`src/common/crpc_pkg.sv`:
```
// Constants and types for the chip reset pin control block
package crpc_pkg;

  // ---------------------------------------------------------------
  // Timing
  // ---------------------------------------------------------------
  localparam int unsigned CLK_PERIOD_NS   = 25;
  // Release hold, in internal clock cycles (plain default)
  localparam int unsigned HOLD_CYCLES     = 32;
  localparam int unsigned HOLD_CNT_W      = $clog2(HOLD_CYCLES + 1);
  localparam logic [HOLD_CNT_W-1:0] HOLD_LAST =
    HOLD_CNT_W'(HOLD_CYCLES - 1);
  localparam logic [HOLD_CNT_W-1:0] HOLD_CNT_RST = '0;

  // ---------------------------------------------------------------
  // Address width and pull-up disable bit positions
  // ---------------------------------------------------------------
  localparam int unsigned ADDR_NARROW     = 16;
  localparam int unsigned ADDR_WIDE       = 20;
  localparam int unsigned PUD_RESET_BIT   = 0;
  localparam int unsigned PUD_BOOT_BIT    = 1;
  localparam int unsigned PUD_WIDE_BIT    = 2;
  localparam int unsigned PUD_W           = 3;
  localparam logic [PUD_W-1:0] PUD_RST    = 3'h0;

  // ---------------------------------------------------------------
  // Types
  // ---------------------------------------------------------------
  typedef enum logic [1:0] {
    ST_HELD,
    ST_COUNT,
    ST_RUN
  } crpc_state_t;

  // Mode latched at reset release
  typedef struct packed {
    logic boot_external;
    logic wide_address;
  } crpc_mode_t;

  localparam crpc_mode_t MODE_RST = '{boot_external: 1'b0,
                                      wide_address:  1'b0};

  // Pull-up enables for the reset pin and the strapped pins
  typedef struct packed {
    logic reset_pin;
    logic boot_pin;
    logic wide_pin;
  } crpc_pullup_t;

endpackage

```
`src/verilog/crpc_reset_ctrl.sv`:
```
// Reset pin combining, release counter, strap capture and status output
`timescale 1ns/1ps

// Contract
// - Reset pin low holds device in reset
// - Capture boot strap when reset released
// - Hold internal reset fixed cycles, release synchronously
// - Reset alone keeps debug logic running
// - Power-on reset asserts regardless of pin
// - Reset pull-up on while in reset; afterwards on unless disable bit set
// - Status output follows internal reset
// - External boot only when flash unsecured
// - Wide strap high enables 20 address lines
module crpc_reset_ctrl (
  input  wire logic                clk_i,
  input  wire logic                rstn_i,
  input  wire logic                por_n_i,
  input  wire logic                trst_n_i,
  input  wire logic                boot_source_strap_i,
  input  wire logic                wide_address_strap_i,
  input  wire logic                flash_secure_i,
  input  wire logic [2:0]          pullup_disable_reg_i,
  output logic                     core_rst_n_o,
  output logic                     debug_rst_n_o,
  output logic                     reset_state_output_o,
  output logic                     boot_external_o,
  output logic                     wide_address_o,
  output logic [4:0]               address_lines_o,
  output crpc_pkg::crpc_pullup_t   pullup_en_o
);

  // ---------------------------------------------------------------
  // Asynchronous reset combine
  // ---------------------------------------------------------------
  logic                             arst_n;
  logic                             sync1_reg;
  logic                             sync2_reg;
  logic                             strap_b1_reg;
  logic                             strap_b2_reg;
  logic                             strap_w1_reg;
  logic                             strap_w2_reg;
  logic [crpc_pkg::HOLD_CNT_W-1:0]  cnt_reg;
  logic [crpc_pkg::HOLD_CNT_W-1:0]  cnt_next;
  crpc_pkg::crpc_state_t            state_reg;
  crpc_pkg::crpc_state_t            state_next;
  crpc_pkg::crpc_mode_t             mode_reg;
  crpc_pkg::crpc_mode_t             mode_next;
  logic                             core_rst_n_reg;
  logic                             core_rst_n_next;
  logic                             capture;
  logic                             pud_reset_bit;

  // Either source pulls reset immediately
  assign arst_n = rstn_i & por_n_i;

  // ---------------------------------------------------------------
  // Release synchroniser and strap synchronisers
  // ---------------------------------------------------------------
  always_ff @(posedge clk_i or negedge arst_n) begin
    if (!arst_n) begin
      sync1_reg <= 1'b0;
      sync2_reg <= 1'b0;
    end else begin
      sync1_reg <= 1'b1;
      sync2_reg <= sync1_reg;
    end
  end

  // Straps are pins: two flops before use, not reset by the pin
  always_ff @(posedge clk_i) begin
    strap_b1_reg <= boot_source_strap_i;
    strap_b2_reg <= strap_b1_reg;
    strap_w1_reg <= wide_address_strap_i;
    strap_w2_reg <= strap_w1_reg;
  end

  // ---------------------------------------------------------------
  // Release sequencer
  // ---------------------------------------------------------------
  assign capture = (state_reg == crpc_pkg::ST_HELD) && sync2_reg;

  always_comb begin
    state_next      = state_reg;
    cnt_next        = cnt_reg;
    core_rst_n_next = core_rst_n_reg;
    case (state_reg)
      crpc_pkg::ST_HELD: begin
        if (sync2_reg) begin
          state_next = crpc_pkg::ST_COUNT;
          cnt_next   = crpc_pkg::HOLD_CNT_RST;
        end
      end
      crpc_pkg::ST_COUNT: begin
        if (cnt_reg == crpc_pkg::HOLD_LAST) begin
          state_next      = crpc_pkg::ST_RUN;
          core_rst_n_next = 1'b1;
        end else begin
          cnt_next = cnt_reg + 1'b1;
        end
      end
      default: begin
        core_rst_n_next = 1'b1;
      end
    endcase
  end

  // Strap capture on release; external boot gated by flash security
  always_comb begin
    mode_next = mode_reg;
    if (capture) begin
      mode_next.boot_external = strap_b2_reg & ~flash_secure_i;
      mode_next.wide_address  = strap_w2_reg;
    end
  end

  always_ff @(posedge clk_i or negedge arst_n) begin
    if (!arst_n) begin
      state_reg      <= crpc_pkg::ST_HELD;
      cnt_reg        <= crpc_pkg::HOLD_CNT_RST;
      core_rst_n_reg <= 1'b0;
      mode_reg       <= crpc_pkg::MODE_RST;
    end else begin
      state_reg      <= state_next;
      cnt_reg        <= cnt_next;
      core_rst_n_reg <= core_rst_n_next;
      mode_reg       <= mode_next;
    end
  end

  // ---------------------------------------------------------------
  // Outputs
  // ---------------------------------------------------------------
  assign core_rst_n_o         = core_rst_n_reg;
  assign reset_state_output_o = ~core_rst_n_reg;
  // Debug logic reset only by TRST or power-on
  assign debug_rst_n_o        = trst_n_i & por_n_i;
  assign boot_external_o      = mode_reg.boot_external;
  assign wide_address_o       = mode_reg.wide_address;
  assign address_lines_o      = mode_reg.wide_address ?
                                5'(crpc_pkg::ADDR_WIDE) :
                                5'(crpc_pkg::ADDR_NARROW);

  // Pull-ups on in reset; software disable honoured afterwards
  assign pud_reset_bit = pullup_disable_reg_i[crpc_pkg::PUD_RESET_BIT];
  assign pullup_en_o.reset_pin = ~core_rst_n_reg | ~pud_reset_bit;
  assign pullup_en_o.boot_pin  = ~core_rst_n_reg |
    ~pullup_disable_reg_i[crpc_pkg::PUD_BOOT_BIT];
  assign pullup_en_o.wide_pin  = ~core_rst_n_reg |
    ~pullup_disable_reg_i[crpc_pkg::PUD_WIDE_BIT];

endmodule

```
`config.mk`:
```
export PLATFORM = sky130hd
export DESIGN_NAME = crpc_reset_ctrl
export DESIGN_NICKNAME = d
export VERILOG_FILES = /design/src/common/crpc_pkg.sv /design/src/verilog/crpc_reset_ctrl.sv
export SDC_FILE = /design/constraint.sdc
export NUM_CORES = 1
export LEC_CHECK = 0
export BUFFER_PORTS_ARGS = -buffer_cell sky130_fd_sc_hd__buf_2
export CAP_MARGIN = 20
export CORE_MARGIN = 2
export CORE_UTILIZATION = 49
export DETAILED_ROUTE_END_ITERATION = 6
export PLACE_DENSITY = 0.76
export SYNTH_ARGS = -nofsm -noshare
export SYNTH_HDL_FRONTEND = slang
export SYNTH_SLANG_ARGS = --single-unit
```
`constraint.sdc`:
```
create_clock -name clk_i -period 1.9 [get_ports clk_i]
set_input_delay 0.095 -clock clk_i [delete_from_list [all_inputs] [get_ports clk_i]]
set_output_delay 0.095 -clock clk_i [all_outputs]
set_load 0.02 [all_outputs]
```
==> summary.txt <==
Outcome
  – Run status: completed

Global routing
  – Total gr overflow: 0
  – GRT Util Overall: 0.156
  – Vias in the first global route: roughly 530
  – First-pass GRT wire length: between 2000 and 2500 um
  – Largest net degree at the start of global routing: 14
  – Initial antenna violation count: 0

Final layout
  – Most common cell after layout, fill and taps aside: buf_2
  – Nets: about 110
  – Share of cells above drive strength 1: 0.310
  – Antenna Cells: 0
  – Final std cells w/o fill: ~120
  – Area Overhead vs Synth: 17.6%
  – Most frequent cells in the layout: 18 x buf_2, 13 x dfrtp_1, 12 x nand2_1, 5 x conb_1
  – Max FFs per register: 6

Worst setup path
  – Slowest-stage cell, CP: dfrtp_1
  – Crit path largest cell delay: between 400 and 500 ps
  – Critical Path Sink Type: flop
  – WP data arrival: around 1600 ps
  – Max FO, Critical Path: 6
  – Crit-path cells: ha_1 -> nand4_1 -> or3_1 -> o311ai_0
  – CP Launch Type: flop
  – WP data required: slightly above 2000 ps
  – Crit path kind: reg -> reg

Power and ir drop
  – Clock power share: 0.154
  – Sw frac: 0.400
  – Max rail drop VDD: about 0.73 mV
  – Combinational power share: 0.349
  – Overall power: between 1000 and 1500 uW
  – Int Pwr: 751 uW
  – Sequential share of power: 0.497
  – Power per cell area: roughly 1300 nW/um^2
  – Leakage: ~0.00050 uW
  – NetSw: around 500 uW

Die
  – Row Count: 14
  – DIE WIDTH: 44.3 um
  – Boundary Pins: 23
  – Core Region: around 1500 sq um
  – Starting Density: 0.523
  – Die Y: around 44 um
  – Die area: 1970 sq um

Place
  – Routability congestion estimate: approximately 0.9
  – DP Cell Count: ~110
  – Pre-CTS WS: around 430 ps
  – Buffers on Ports: 18
  – Post-DP HPWL: between 1000 and 1500 um

STA
  – Final hold violations: 0
  – Actual slew at the worst max-slew pin: 577 ps
  – WHS: approximately 64 ps
  – Clock Skew: 1.28 ps
  – Period minus WS final: between 1000 and 1500 ps
  – Final worst slack: 423 ps
  – Unrepaired setup endpoints after global routing: no
  – Final-report setup violation count: 0
  – Relative slew slack: 0.614
  – Fmax: around 680 MHz
  – Final period util: 0.777
  – Count of pins over their slew limit: 0
  – Post-Route Setup TNS: 0 ps

Worst hold path
  – Hold Path Class: in -> reg

Flow run
  – Max Cap Viol: 0

Detailed routing
  – Drt first pass iters: 4
  – Routed wire length: between 1000 and 1500 um
  – Via Count: just under 600
  – Via density: 5.08
  – Routed Antenna Nets: 0
  – DRC Markers: 0
  – Per-cell routed wire length: 12.2 um
  – Starting DRC count in detailed routing: 10

Yosys
  – Mapped Cells: 77
  – Sequential area share after synthesis: 0.509
  – Leading register cell type out of synthesis: dfrtp_1
  – Biggest area consumer among synthesized cells: dfrtp_1
  – Distinct cells, synth: 33
  – Avg Cell Area, Syn: just over 10 sq um
  – Number of synthesized flops with an enable pin: 0
  – FFs w/ async S/R, synth: 0.765
  – #FFs+latches synth: 17
  – Mapped cell area: 797 sq um
  – Yosys warns: 0
  – Post-synth top area share: 0.408
  – Top cells by area, synth: dfrtp_1 41%, dfxtp_1 10%, nand2_1 5.7%

Clocking
  – CTS clk-pin slew, worst paths: around 100 ps
  – Sinks on Clock Net: 17
  – CTS tree: built
  – Clk_lat worst skew: around 280 ps
  – H-tree Lvls: 1
  – Clk buf depth: 2
  – Cts repair resizes: 0
  – Total clock buffers created by CTS: 3
  – CTS root buf: clkbuf_4
[power by group through the flow]
stage                     Combinational, uW  Sequential, uW  Clock, uW
after floorplan                         368             600          0
after global placement                  429             623          0
after detailed placement                430             625          0
after CTS                               439             617        195
after global routing                    485             644        212
final                                   437             623        193
[Yosys cell counts, types with 2 or more instances]
library cell and instances:
a21oi_1 4, and2_1 3, buf_4 5, conb_1 2
dfrtp_1 13, dfxtp_1 4, inv_1 3, mux2i_1 2
nand2_1 12, nand2b_1 2, nand4_1 2, o211ai_1 2
o21ai_0 2, or2_2 2
[routing by layer]
layer,track usage,wire length [um],up-vias
met1,0.211,689,261
met2,0.256,649,25
met4,0.0545,4,0
met3,0.0245,75,2
met5,0,0,-
li1,-,-,301
[stage by stage]
step | area [sq um] | utilization
after floorplan | 808 | -
after global placement | 870 | 0.571
after detailed placement | 870 | 0.571
after CTS | 937 | 0.615
after global routing | 937 | 0.615
final | 937 | 0.615
[critical path: cells and delay by family, from the launching register on]
family	cells	cell delay (ps)
flops	1	440
fa+ha+maj	1	250
simple gates	2	550
compound gates	1	120
[area by class of cell]
type	count	area, sq um
multi-input combinational	54	343
sequential	17	405
clock inverter	1	5.00
inverter	3	11.3
fill	131	587
clock buffer	3	22.5
tap	16	20.0
timing repair buffer	22	130
[logic make-up (layout without fill, tap and decap cells)]
family,Yosys count,count (layout),synth area share
DFF,17,17,0.509
other,2,5,0.00942
muxes,3,3,0.0440
AOI/OAI and AO/OA,14,14,0.116
adders and majority gates,1,1,0.0157
buffers and inverters,9,29,0.0754
and+or+nand+nor,31,31,0.231
[timing repair]
action	CTS	global route
hold endpoints to repair	15	0
hold buffers	4	0
buffers inserted	0	0
[path summary, 6_finish.rpt]
check | start | end | slack, ps | depth (start not counted)
hold reg to reg | strap_b1_reg$_DFF_P_ | strap_b2_reg$_DFF_P_ | 340 | 0
setup reg to reg | cnt_reg[0]$_DFFE_PN0P_ | cnt_reg[0]$_DFFE_PN0P_ | 420 | 4
max in group asynchronous | por_n_i | cnt_reg[2]$_DFFE_PN0P_ | 530 | 4
min in group asynchronous | rstn_i | cnt_reg[0]$_DFFE_PN0P_ | 450 | 3
hold / removal | flash_secure_i | boot_external_o$_DFFE_PN0P_ | 60 | 3
setup / recovery | cnt_reg[0]$_DFFE_PN0P_ | cnt_reg[0]$_DFFE_PN0P_ | 420 | 4
Power figures use the tool's default switching activity.
